## src/fcs_pkg.sv

```systemverilog
package fcs_pkg;
  localparam logic [7:0] ADDR_CTRL = 8'h00;
  localparam logic [7:0] ADDR_CMD = 8'h04;
  localparam logic [7:0] ADDR_TOTAL = 8'h08;
  localparam logic [7:0] ADDR_GROUP = 8'h0c;
  localparam logic [7:0] ADDR_PACE = 8'h10;
  localparam logic [7:0] ADDR_POST = 8'h14;
  localparam logic [7:0] ADDR_SPAN = 8'h18;
  localparam logic [7:0] ADDR_GOAL = 8'h1c;
  localparam logic [7:0] ADDR_WIN_ON = 8'h20;
  localparam logic [7:0] ADDR_WIN_XY = 8'h24;
  localparam logic [7:0] ADDR_WIN_WH = 8'h28;
  localparam logic [7:0] ADDR_STATUS = 8'h2c;
  localparam logic [7:0] ADDR_LEVEL = 8'h30;
  localparam logic [7:0] ADDR_TL = 8'h34;
  // Command bits in the CMD word.
  localparam int CMD_BEGIN = 0;
  localparam int CMD_HALT = 1;
  localparam int CMD_FIRE = 2;
  // Timing: one microsecond in clock cycles.
  localparam int CLK_NS = 4;
  localparam int US_NS = 1000;
  localparam int US_CYC = US_NS / CLK_NS;
  // Reset values.
  localparam logic [15:0] TOTAL_RST = 16'h0001;
  localparam logic [15:0] GROUP_RST = 16'h0001;
  localparam logic [23:0] SPAN_RST = 24'h0003e8;
  localparam logic [7:0] GOAL_RST = 8'h80;
  typedef enum logic [1:0] {
    ONE_SHOT = 2'h0, COUNTED = 2'h1, FREE_RUN = 2'h2
  } fcs_kind_e;
  typedef enum logic [1:0] {
    ACT_RISE = 2'h0, ACT_FALL = 2'h1, ACT_HIGH = 2'h2, ACT_LOW = 2'h3
  } fcs_act_e;
  typedef enum logic [1:0] {
    POL_IDLE = 2'h0, POL_READOUT = 2'h1
  } fcs_pol_e;
  typedef enum logic [2:0] {
    ST_IDLE = 3'h0, ST_WAIT = 3'h1, ST_DELAY = 3'h3, ST_EXPOSE = 3'h2, ST_READ = 3'h6
  } fcs_state_e;
  // Control word layout, high bits first in the CTRL register.
  typedef struct packed {
    logic pace_permit;
    fcs_pol_e policy;
    fcs_act_e act;
    logic origin_hw;
    logic trig_on;
    fcs_kind_e kind;
  } fcs_ctrl_s;
  localparam fcs_ctrl_s CTRL_RST = '{1'b0, POL_IDLE, ACT_RISE, 1'b0, 1'b0, ONE_SHOT};
  typedef struct packed {
    logic [15:0] x;
    logic [15:0] y;
    logic [15:0] w;
    logic [15:0] h;
  } fcs_win_s;
endpackage

```

## src/fcs_sequencer.sv

```systemverilog
// The APB register port and the placing of the registers are this design's own decisions.
module fcs_sequencer (
  input logic pclk,
  input logic presetn,
  input logic psel,
  input logic penable,
  input logic pwrite,
  input logic [7:0] paddr,
  input logic [31:0] pwdata,
  output logic [31:0] prdata,
  output logic pready,
  output logic pslverr,
  input logic hw_trig_line,
  input logic readout_done,
  input logic [7:0] level_median,
  input logic [7:0] level_avg,
  input fcs_pkg::fcs_win_s user_region,
  output logic capture_busy,
  output logic expose_on,
  output logic frame_start,
  output logic [31:0] tl_param,
  output logic [23:0] span_us,
  output logic [7:0] auto_level_goal,
  output logic auto_window_on,
  output fcs_pkg::fcs_win_s auto_window_abs
);
  import fcs_pkg::*;

  fcs_ctrl_s ctrl_reg, ctrl_next;
  logic [15:0] total_reg, total_next, group_reg, group_next;
  logic [23:0] pace_reg, pace_next, post_reg, post_next, span_reg, span_next;
  logic [7:0] goal_reg, goal_next;
  logic win_on_reg, win_on_next;
  fcs_win_s win_reg, win_next, abs_reg, abs_next;
  logic [31:0] tl_reg, tl_next, prdata_reg, prdata_next;
  fcs_state_e state_reg, state_next;
  logic busy_reg, busy_next, halt_reg, halt_next, pend_reg, pend_next;
  logic start_reg, start_next, line_reg;
  logic [15:0] cnt_reg, cnt_next, burst_reg, burst_next;
  logic [7:0] div_reg, div_next;
  logic [23:0] us_reg, us_next, pace_cnt_reg, pace_cnt_next;
  logic setup, wr, mapped;
  logic cmd_begin, cmd_halt, cmd_fire, trig_evt, primed, us_tick;
  logic [15:0] len, left;

  // Setup and access share one address decode; the bus never waits.
  assign setup = psel && !penable;
  assign wr = psel && penable && pwrite && pready && !pslverr;
  assign pready = 1'b1;
  always_comb begin
    if (paddr == ADDR_CTRL) mapped = 1'b1;
    else if (paddr == ADDR_CMD) mapped = 1'b1;
    else if (paddr == ADDR_TOTAL) mapped = 1'b1;
    else if (paddr == ADDR_GROUP) mapped = 1'b1;
    else if (paddr == ADDR_PACE) mapped = 1'b1;
    else if (paddr == ADDR_POST) mapped = 1'b1;
    else if (paddr == ADDR_SPAN) mapped = 1'b1;
    else if (paddr == ADDR_GOAL) mapped = 1'b1;
    else if (paddr == ADDR_WIN_ON) mapped = 1'b1;
    else if (paddr == ADDR_WIN_XY) mapped = 1'b1;
    else if (paddr == ADDR_WIN_WH) mapped = 1'b1;
    else if (paddr == ADDR_STATUS) mapped = 1'b1;
    else if (paddr == ADDR_LEVEL) mapped = 1'b1;
    else if (paddr == ADDR_TL) mapped = 1'b1;
    else mapped = 1'b0;
  end

  // Unmapped words and transport writes during a capture raise an error.
  assign pslverr = psel && penable && (!mapped || (pwrite && paddr == ADDR_TL && busy_reg));
  assign prdata = prdata_reg;

  // Commands are write-only pulses decoded from the CMD word.
  assign cmd_begin = wr && paddr == ADDR_CMD && pwdata[CMD_BEGIN];
  assign cmd_halt = wr && paddr == ADDR_CMD && pwdata[CMD_HALT];
  assign cmd_fire = wr && paddr == ADDR_CMD && pwdata[CMD_FIRE] && !ctrl_reg.origin_hw;

  // Trigger qualification by origin and active state.
  always_comb begin
    trig_evt = cmd_fire;
    if (ctrl_reg.origin_hw) begin
      case (ctrl_reg.act)
        ACT_RISE: trig_evt = hw_trig_line && !line_reg;
        ACT_FALL: trig_evt = !hw_trig_line && line_reg;
        ACT_HIGH: trig_evt = hw_trig_line;
        default: trig_evt = !hw_trig_line;
      endcase
    end
  end

  // Primed only where the accept policy lets a trigger in; others are dropped.
  assign primed = busy_reg && ctrl_reg.trig_on && burst_reg == 16'h0000 &&
    (state_reg == ST_WAIT ||
     (ctrl_reg.policy == POL_READOUT && state_reg == ST_READ && !pend_reg));

  // Burst length: one in one-shot, never past the total in counted mode.
  assign left = total_reg - cnt_reg;
  always_comb begin
    len = (group_reg == 16'h0000) ? 16'h0001 : group_reg;
    if (ctrl_reg.kind == ONE_SHOT) len = 16'h0001;
    else if (ctrl_reg.kind == COUNTED && len > left) len = left;
  end

  assign us_tick = div_reg == 8'(US_CYC - 1);

  // Register file next values.
  always_comb begin
    ctrl_next = ctrl_reg;
    total_next = total_reg;
    group_next = group_reg;
    pace_next = pace_reg;
    post_next = post_reg;
    span_next = span_reg;
    goal_next = goal_reg;
    win_on_next = win_on_reg;
    win_next = win_reg;
    tl_next = tl_reg;
    if (wr) begin
      if (paddr == ADDR_CTRL) ctrl_next = fcs_ctrl_s'(pwdata[8:0]);
      else if (paddr == ADDR_TOTAL) total_next = pwdata[15:0];
      else if (paddr == ADDR_GROUP) group_next = pwdata[15:0];
      else if (paddr == ADDR_PACE && ctrl_reg.pace_permit) pace_next = pwdata[23:0];
      else if (paddr == ADDR_POST) post_next = pwdata[23:0];
      else if (paddr == ADDR_SPAN) span_next = pwdata[23:0];
      else if (paddr == ADDR_GOAL) goal_next = pwdata[7:0];
      else if (paddr == ADDR_WIN_ON) win_on_next = pwdata[0];
      else if (paddr == ADDR_WIN_XY) begin
        win_next.x = pwdata[15:0];
        win_next.y = pwdata[31:16];
      end else if (paddr == ADDR_WIN_WH) begin
        win_next.w = pwdata[15:0];
        win_next.h = pwdata[31:16];
      end else if (paddr == ADDR_TL) tl_next = pwdata;
    end
  end

  // Read data is captured in the setup cycle and shown in the access cycle.
  always_comb begin
    prdata_next = prdata_reg;
    if (setup) begin
      if (paddr == ADDR_CTRL) prdata_next = {23'h0, ctrl_reg};
      else if (paddr == ADDR_TOTAL) prdata_next = {16'h0, total_reg};
      else if (paddr == ADDR_GROUP) prdata_next = {16'h0, group_reg};
      else if (paddr == ADDR_PACE) prdata_next = {8'h0, pace_reg};
      else if (paddr == ADDR_POST) prdata_next = {8'h0, post_reg};
      else if (paddr == ADDR_SPAN) prdata_next = {8'h0, span_reg};
      else if (paddr == ADDR_GOAL) prdata_next = {24'h0, goal_reg};
      else if (paddr == ADDR_WIN_ON) prdata_next = {31'h0, win_on_reg};
      else if (paddr == ADDR_WIN_XY) prdata_next = {win_reg.y, win_reg.x};
      else if (paddr == ADDR_WIN_WH) prdata_next = {win_reg.h, win_reg.w};
      else if (paddr == ADDR_STATUS)
        prdata_next = {cnt_reg, 9'h0, state_reg, pend_reg, halt_reg, primed, busy_reg};
      else if (paddr == ADDR_LEVEL) prdata_next = {16'h0, level_avg, level_median};
      else if (paddr == ADDR_TL) prdata_next = tl_reg;
      else prdata_next = 32'h0000_0000;
    end
  end

  // Effective window in absolute coordinates (user-region origin plus offset), or the whole region when off.
  always_comb begin
    abs_next = user_region;
    if (win_on_reg) begin
      abs_next.x = user_region.x + win_reg.x;
      abs_next.y = user_region.y + win_reg.y;
      abs_next.w = win_reg.w;
      abs_next.h = win_reg.h;
    end
  end

  // Capture sequencer next values.
  always_comb begin
    state_next = state_reg;
    busy_next = busy_reg;
    halt_next = halt_reg;
    pend_next = pend_reg;
    cnt_next = cnt_reg;
    burst_next = burst_reg;
    start_next = 1'b0;
    div_next = us_tick ? 8'h00 : div_reg + 8'h01;
    us_next = (us_tick && us_reg != 24'hffffff) ? us_reg + 24'h000001 : us_reg;
    pace_cnt_next = (us_tick && pace_cnt_reg != 24'hffffff) ? pace_cnt_reg + 24'h000001 :
      pace_cnt_reg;
    if (trig_evt && primed && state_reg == ST_READ) pend_next = 1'b1;
    case (state_reg)
      ST_IDLE: begin
        if (cmd_begin && !(ctrl_reg.kind == COUNTED && total_reg == 16'h0000)) begin
          busy_next = 1'b1;
          cnt_next = 16'h0000;
          burst_next = 16'h0000;
          halt_next = 1'b0;
          pend_next = 1'b0;
          pace_cnt_next = 24'hffffff;
          state_next = ST_WAIT;
        end
      end
      ST_WAIT: begin
        if (cmd_halt) begin
          busy_next = 1'b0;
          state_next = ST_IDLE;
        end else if (ctrl_reg.trig_on) begin
          if (burst_reg != 16'h0000 || pend_reg || (trig_evt && primed)) begin
            if (burst_reg == 16'h0000) burst_next = len;
            pend_next = 1'b0;
            div_next = 8'h00;
            us_next = 24'h000000;
            state_next = (burst_reg != 16'h0000) ? ST_EXPOSE : ST_DELAY;
            start_next = burst_reg != 16'h0000;
          end
        end else if (!ctrl_reg.pace_permit || pace_cnt_reg >= pace_reg) begin
          div_next = 8'h00;
          us_next = 24'h000000;
          pace_cnt_next = 24'h000000;
          start_next = 1'b1;
          state_next = ST_EXPOSE;
        end
      end
      ST_DELAY: begin
        if (cmd_halt) begin
          busy_next = 1'b0;
          state_next = ST_IDLE;
        end else if (us_reg >= post_reg) begin
          div_next = 8'h00;
          us_next = 24'h000000;
          start_next = 1'b1;
          state_next = ST_EXPOSE;
        end
      end
      ST_EXPOSE: begin
        if (cmd_halt) halt_next = 1'b1;
        if (us_reg >= span_reg) state_next = ST_READ;
      end
      default: begin
        if (cmd_halt) halt_next = 1'b1;
        if (readout_done) begin
          cnt_next = cnt_reg + 16'h0001;
          if (burst_reg != 16'h0000) burst_next = burst_reg - 16'h0001;
          state_next = ST_WAIT;
          if (halt_reg || cmd_halt || ctrl_reg.kind == ONE_SHOT ||
              (ctrl_reg.kind == COUNTED && cnt_next >= total_reg)) begin
            busy_next = 1'b0;
            burst_next = 16'h0000;
            pend_next = 1'b0;
            state_next = ST_IDLE;
          end
        end
      end
    endcase
  end

  // Every frame of a burst, the first included, counts in the decrement on readout.
  always_ff @(posedge pclk or negedge presetn) begin
    if (!presetn) begin
      ctrl_reg <= CTRL_RST;
      total_reg <= TOTAL_RST;
      group_reg <= GROUP_RST;
      pace_reg <= 24'h000000;
      post_reg <= 24'h000000;
      span_reg <= SPAN_RST;
      goal_reg <= GOAL_RST;
      win_on_reg <= 1'b0;
      win_reg <= '0;
      abs_reg <= '0;
      tl_reg <= 32'h0000_0000;
      prdata_reg <= 32'h0000_0000;
      state_reg <= ST_IDLE;
      busy_reg <= 1'b0;
      halt_reg <= 1'b0;
      pend_reg <= 1'b0;
      start_reg <= 1'b0;
      line_reg <= 1'b0;
      cnt_reg <= 16'h0000;
      burst_reg <= 16'h0000;
      div_reg <= 8'h00;
      us_reg <= 24'h000000;
      pace_cnt_reg <= 24'h000000;
    end else begin
      ctrl_reg <= ctrl_next;
      total_reg <= total_next;
      group_reg <= group_next;
      pace_reg <= pace_next;
      post_reg <= post_next;
      span_reg <= span_next;
      goal_reg <= goal_next;
      win_on_reg <= win_on_next;
      win_reg <= win_next;
      abs_reg <= abs_next;
      tl_reg <= tl_next;
      prdata_reg <= prdata_next;
      state_reg <= state_next;
      busy_reg <= busy_next;
      halt_reg <= halt_next;
      pend_reg <= pend_next;
      start_reg <= start_next;
      line_reg <= hw_trig_line;
      cnt_reg <= cnt_next;
      burst_reg <= burst_next;
      div_reg <= div_next;
      us_reg <= us_next;
      pace_cnt_reg <= pace_cnt_next;
    end
  end

  // Outputs straight from registers, expose_on decoded from the state register.
  assign capture_busy = busy_reg;
  assign expose_on = state_reg == ST_EXPOSE;
  assign frame_start = start_reg;
  assign tl_param = tl_reg;
  assign span_us = span_reg;
  assign auto_level_goal = goal_reg;
  assign auto_window_on = win_on_reg;
  assign auto_window_abs = abs_reg;

  // A one-shot capture never counts beyond one frame.
  chk_one_shot_count: assert property (@(posedge pclk) disable iff (!presetn)
    (ctrl_reg.kind == ONE_SHOT && $fell(busy_reg)) |-> cnt_reg <= 16'h0001)
    else $error("one-shot capture counted more than one frame");

  // A counted capture stops exactly at the total unless halted early.
  chk_counted_end: assert property (@(posedge pclk) disable iff (!presetn)
    (state_reg == ST_READ && readout_done && ctrl_reg.kind == COUNTED && !halt_reg &&
     !cmd_halt && cnt_reg + 16'h0001 == total_reg) |=> (!busy_reg && state_reg == ST_IDLE))
    else $error("counted capture did not end at its total");

  // The count never passes the total in counted mode.
  chk_count_bound: assert property (@(posedge pclk) disable iff (!presetn)
    (ctrl_reg.kind == COUNTED && busy_reg && $stable(ctrl_reg)) |-> cnt_reg <= total_reg)
    else $error("counted capture exceeded its total");

  // Free-running capture keeps going after a frame without a halt.
  chk_free_keeps: assert property (@(posedge pclk) disable iff (!presetn)
    (ctrl_reg.kind == FREE_RUN && state_reg == ST_READ && readout_done && !halt_reg &&
     !cmd_halt) |=> (busy_reg && state_reg == ST_WAIT))
    else $error("free-running capture stopped without a halt");

  // A halt inside a frame leaves the exposure running to readout.
  chk_halt_finish: assert property (@(posedge pclk) disable iff (!presetn)
    (state_reg == ST_EXPOSE && cmd_halt && us_reg < span_reg) |=> (state_reg == ST_EXPOSE &&
     halt_reg && busy_reg))
    else $error("frame was cut short by a halt");

  // Transport parameter holds still during a capture.
  chk_tl_locked: assert property (@(posedge pclk) disable iff (!presetn)
    (busy_reg && $past(busy_reg)) |-> $stable(tl_reg))
    else $error("transport parameter changed during a capture");

  // The first frame of a triggered group starts only after the postpone interval.
  chk_postpone: assert property (@(posedge pclk) disable iff (!presetn)
    (state_reg == ST_DELAY ##1 state_reg == ST_EXPOSE) |-> $past(us_reg) >= $past(post_reg))
    else $error("trigger acted on before its postpone interval");

  // Without a trigger event the wait state never leads to the delay state.
  chk_unprimed_drop: assert property (@(posedge pclk) disable iff (!presetn)
    (state_reg == ST_WAIT && ctrl_reg.trig_on && burst_reg == 16'h0000 && !pend_reg &&
     !trig_evt) |=> state_reg != ST_DELAY)
    else $error("frame began without an accepted trigger");

  // A fire command on the hardware origin is no trigger.
  chk_fire_origin: assert property (@(posedge pclk) disable iff (!presetn)
    (ctrl_reg.origin_hw && ctrl_reg.act == ACT_RISE && !(hw_trig_line && !line_reg) &&
     state_reg == ST_WAIT && burst_reg == 16'h0000 && !pend_reg) |=> state_reg != ST_DELAY)
    else $error("software fire acted with hardware origin");

  // Pacing holds frames apart by the pace value while triggering is off.
  chk_pace_gap: assert property (@(posedge pclk) disable iff (!presetn)
    (!ctrl_reg.trig_on && ctrl_reg.pace_permit && state_reg == ST_WAIT &&
     pace_cnt_reg < pace_reg) |=> !start_reg)
    else $error("paced frame started early");

  // Begin clears the captured-frame count.
  chk_count_clear: assert property (@(posedge pclk) disable iff (!presetn)
    $rose(busy_reg) |-> cnt_reg == 16'h0000)
    else $error("frame count not cleared on begin");

  // One-shot loads a group of one frame, whatever the group length register says.
  chk_one_shot_group: assert property (@(posedge pclk) disable iff (!presetn)
    (ctrl_reg.kind == ONE_SHOT && state_reg == ST_WAIT && $stable(ctrl_reg)) |=>
    burst_reg <= 16'h0001)
    else $error("one-shot capture loaded a group longer than one frame");
endmodule

```

## config.mk

```make
export PLATFORM = sky130hd
export DESIGN_NAME = fcs_sequencer
export DESIGN_NICKNAME = d
export VERILOG_FILES = /design/src/fcs_pkg.sv /design/src/fcs_sequencer.sv
export SDC_FILE = /design/constraint.sdc
export NUM_CORES = 1
export LEC_CHECK = 0
export CORE_ASPECT_RATIO = 0.5
export CORE_UTILIZATION = 59
export DETAILED_ROUTE_END_ITERATION = 8
export DONT_BUFFER_PORTS = 1
export HOLD_SLACK_MARGIN = 0.06
export PLACE_DENSITY = 0.78
export SLEW_MARGIN = 20
export SYNTH_ARGS = -nofsm -noshare
export SYNTH_HDL_FRONTEND = slang
export SYNTH_SLANG_ARGS = --single-unit
```

## constraint.sdc

```tcl
create_clock -name pclk -period 4.6 [get_ports pclk]
set_clock_uncertainty 0.05 [all_clocks]
set_input_delay 0 -clock pclk [delete_from_list [all_inputs] [get_ports pclk]]
set_output_delay 0 -clock pclk [all_outputs]
set_load 0.05 [all_outputs]
```

* After elaboration in Yosys (flattened, before gate mapping)
Cells that the tools add are included.
** Word-level totals
- Register bits after elaboration :: 410
- Input bits :: 127
- Output and inout bits :: 166
- Word-level logic and storage cells :: 275
** Operators by class
- Add/sub/neg operators :: 8
- $lt $le $gt $ge :: 5
- Equal/unequal tests :: 34
- Multiplexer cells :: 101
- Bitwise operators :: 14
- Reductions and logical operators :: 79
** Operators by type and width (count)
- $mux W32 :: 13
- $mux W24 :: 12
- $mux W16 :: 12
- $pmux W24 S2 :: 2
- $ge A24 B24 Y1 :: 3
- $mux W64 :: 1
- $mux W8 :: 7
- $add A24 B1 Y24 const B :: 2
- $eq A8 B6 Y1 const B :: 6
- $logic_not A16 Y1 :: 3
- $ne A24 B24 Y1 const B :: 2
- $pmux W16 S3 :: 1
- $mux W1 :: 36
- $add A16 B16 Y16 :: 2
- $eq A8 B5 Y1 const B :: 4
- $pmux W16 S2 :: 1
- $logic_and A1 B1 Y1 :: 28
- $mux W3 :: 9
- $add A16 B1 Y16 const B :: 1
- $eq A8 B4 Y1 const B :: 2
- $ge A16 B16 Y1 :: 1
- $gt A16 B16 Y1 :: 1
- $pmux W8 S2 :: 1
- $reduce_and A8 Y1 :: 2
- 40 further kinds :: 89

* Logic depth before layout (Yosys ltp)
- Depth after elaboration :: 31
- Gate-level depth with buffers :: 19

* Worst setup path before layout
No wires, ideal clock.
- Path type :: flip-flop to flip-flop
- Start :: register cnt_reg[1]
- End :: register burst_reg[11]
- Library setup time :: 0.087 ns
- Arrival time :: 4.172 ns
- Path slack :: 0.291 ns
- Stages on the path, launching flop included :: 18
- Path buffers :: 1
- Period minus slack after synthesis :: 4.309 ns
- Path through :: dfrtp_1 inv_1 ha_1 nor2b_1 o31a_1 o2111a_1 nor3_1 or3_1 nand3_1 nor3b_1 ha_1 and4_1 nand2_1 a211o_1 a21oi_1 buf_2 mux2_2 o211ai_1
** Between the ends
- Longest elaborated chain between the ends :: 10
** Ends and longest elaborated chain
- start, declared :: line fcs_sequencer.sv:39 : logic [15:0] cnt_reg, cnt_next, burst_reg, burst_next;
- start signal, assigned :: line fcs_sequencer.sv:294 : cnt_reg <= cnt_next;
- $sub A16 B16 Y16 :: line fcs_sequencer.sv:96 : assign left = total_reg - cnt_reg;
- $gt A16 B16 Y1 :: line fcs_sequencer.sv:100 : else if (ctrl_reg.kind == COUNTED && len > left) len = left;
- $logic_and A1 B1 Y1 :: line fcs_sequencer.sv:100
- $mux W16 :: line fcs_sequencer.sv:100
- $mux W16 :: line fcs_sequencer.sv:99 : if (ctrl_reg.kind == ONE_SHOT) len = 16'h0001;
- $mux W16 :: line fcs_sequencer.sv:201 : if (burst_reg == 16'h0000) burst_next = len;
- $mux W16 :: line fcs_sequencer.sv:200 : if (burst_reg != 16'h0000 || pend_reg || (trig_evt && primed)) begin
- $mux W16 :: line fcs_sequencer.sv:199 : end else if (ctrl_reg.trig_on) begin
- $mux W16 :: line fcs_sequencer.sv:196 : if (cmd_halt) begin
- $pmux W16 S3 :: line fcs_sequencer.sv:183 : case (state_reg)
- end signal, assigned :: line fcs_sequencer.sv:295 : burst_reg <= burst_next;
- end, declared :: line fcs_sequencer.sv:39
Several ways; a longest one is shown, not always the timed one. The select of a mux whose other input is x is not followed.
A chain may end at the register's enable or synchronous reset.

* Worst setup path after layout
- Start :: register cnt_reg[1]
- End :: register burst_reg[7]
The elaborated chain is that of the path after synthesis.

==> results.toml <==
[outcome]
status = "finished with violations"
violations = "hold timing"

[sta]
period_share_pct = 96.1
rsz0062_at_grt = "no"
final-setup-viol-count = 0
whs_ns = -0.890
slew_viol_final = 0
fin_crit_ns = 4.42
finalHoldViolCount = 410
clock.fmax_ghz = 0.226
finalSetupTns_ns = 0
tightest_slew_ns = 1.10
timing.slew.headroom_pct = 26.6
setup_ws_ns = 0.179

[clocking]
clk_latency_ns = 0.57
ctsHoldBuffers = 153
clkTransAtPathRegs_ns = 0.07
numCtsBuffers = 39
cts_buffer_depth = 3
cts.sinks = 410
root_buffer = "clkbuf_16"
tritoncts = "done"
htree_levels = 2

[place]
dp_slack_ns = 0.0796
gp_congestion = 1.02
portBuffers = 0
dp_hpwl_um = 61000
dp_cells = 2899

[drt]
wire_per_inst_um = 27.7
via_per_inst = 6.73
first_iter_violations = 2568
ant_nets = 0
dr.pass1.iters = 6
route.detailed.drc = 0
vias = 21041
totalWireLength_um = 86600

[setup_path]
cp.arrival_ns = 4.85
crit_required_ns = 5.03
crit_path_end_kind = "flop"
critPathKind = "reg2reg"
crit_fanout = 17
cp_slowest_stage_delay_ns = 0.44
path_buf_inv = 3
cp_cell_sequence = "inv_1 -> ha_1 -> nor2b_1 -> o31a_1 -> o2111a_1 -> nor3_2 -> buf_4 -> o31ai_1 -> a211o_1 -> nand3_1 -> ha_1 -> a21o_1 -> a21o_1 -> a221oi_1 -> a21oi_2 -> buf_12 -> mux2_2 -> o32ai_1 -> a22o_1"
critPathTopFamily = "compound AO/OA/AOI/OAI gates"
cp-start-kind = "flop"
cp_slowest_cell = "dfrtp_1"

[layout]
area_delta_synth_final_pct = 14.5
fin_cells = 3125
final_common_cell = "dfrtp_1"
fin_nets = 2848
layout_common_cells = "dfrtp_1 (399), nand2_1 (257), o21ai_0 (238)"
fillers = 2861
final_layout_size_suffix_gt1_share_pct = 12.7

[power]
leakage_nw = 12.5
ir_drop_uv = 301
power_density_nw_per_um2 = 388

[global_route]
gr-usage-all-layers_pct = 41.6
antenna_found_initial = 9
grt-ovfl-total = 0
grt_max_degree = 411
grt_pass1_vias = 19870
grt_pass1_wl_um = 127000

[run]
max_cap_violations = 0

[synth]
async_flop_share_pct = 100
synth_top_area_share_pct = 42.3
ys.flop_type = "dfrtp_1"
synth.avg_cell_area_um2 = 9.64
synth.net_count = 2747
synth_edf_count = 0
synth_area_um2 = 23700
seq_area_frac_synth_pct = 43.3
synth_area_leaders = "dfrtp_1 (42%), mux2_2 (8.4%), ha_1 (8.2%), o21ai_0 (5.0%), nand2_1 (4.1%)"
ys_ff_latch = 410
ys_warn_count = 0
yosys.area.top_type = "dfrtp_1"
syn-instance-count = 2462
ys_types = 85

[floorplan]
fp.dieW_um = 286
core_um2 = 39200
ios = 293
dieArea_um2 = 41100
row_count = 51
start_util_pct = 60.5
die_h_um = 144

[worst_hold_path]
worst_hold_path_type = "in2async"
## repair_timing
action | CTS | global route
hold endpoints to repair | 758 | 410
setup endpoints to repair | 0 | 15
resized for setup | 0 | 5
setup buffers | 0 | 0
## cells in the mapped netlist, drive strengths merged (17+ instances only)
master	count
xnor2	64
mux2i	39
a21o	27
nand2	257
nand3	66
nor3	66
a22o	22
o21ai	258
or3	17
ha	155
mux2	177
nor4	24
xor2	39
dfrtp	401
clkbuf	85
inv	146
nand4	27
a21oi	128
and3	23
buf	41
nor2	144
## layer usage
layer,GRT usage [%],vias up,part of all wire [%]
li1,-,9051,-
met1,57.7,10217,40
met2,59.6,1460,42
met3,14.7,305,14
met4,16.0,8,4.3
met5,0,-,0.073
## layout make-up
cell class | instances | area [um^2] | share of cell area (%)
Multi-Input combinational cell | 1777 | 12500 | 45.9
Timing Repair Buffer | 186 | 1820 | 6.71
Antenna cell | 2 | 5.00 | 0.0184
Inverter | 149 | 559 | 2.06
Clock inverter | 15 | 221 | 0.815
Tap cell | 530 | 663 | 2.44
Clock buffer | 56 | 1160 | 4.27
Sequential cell | 410 | 10300 | 37.8
## stage by stage
stage / instance area (um^2) / hold slack (ns) / power (mW) / util [%]
final: 27200 / -0.890 / 10.5 / 69.2
after detailed placement: 24200 / -0.334 / 6.77 / 61.7
after floorplan: 23700 / -0.346 / 6.18 / -
after global routing: 27200 / -0.902 / 11.0 / 69.2
after CTS: 27100 / -0.915 / 10.4 / 69.2
after global placement: 24200 / -0.331 / 6.70 / 61.7
## cells by family after synthesis
group	after synthesis	share of synthesized area, %
AND/OR/NAND/NOR	698	14.2
AO/OA/AOI/OAI	601	15.7
flip-flops	410	43.3
buffers and inverters	275	4.51
multiplexers	216	10.0
adder cells (fa/ha/maj)	158	8.43
XOR/XNOR	103	3.80
other	1	0.0158
## final timing paths
kind / from / end / slack, ns / cells past startpoint
max: cnt_reg[1]$_DFFE_PN0P_ / burst_reg[7]$_DFFE_PN0P_ / 0.18 / 19
min: presetn / div_reg[2]$_DFF_PN0_ / -0.89 / 0
max reg2reg: cnt_reg[1]$_DFFE_PN0P_ / burst_reg[7]$_DFFE_PN0P_ / 0.18 / 19
min reg2reg: div_reg[0]$_DFF_PN0_ / div_reg[0]$_DFF_PN0_ / 0.47 / 1
max in group asynchronous: presetn / total_reg[13]$_DFFE_PN0P_ / 4.58 / 0
min in group pclk: user_region[9] / auto_window_abs[9]$_DFF_PN0_ / 0.07 / 2
## where the power goes
part	total (mW)	internal [mW]	switching (mW)	leakage (nW)
combinational	2.26	0.939	1.32	6.86
clock	3.54	2.05	1.49	0.682
sequential	4.73	4.00	0.730	4.96
total	10.5	6.99	3.54	12.5
(Power assumes the default switching activity.)
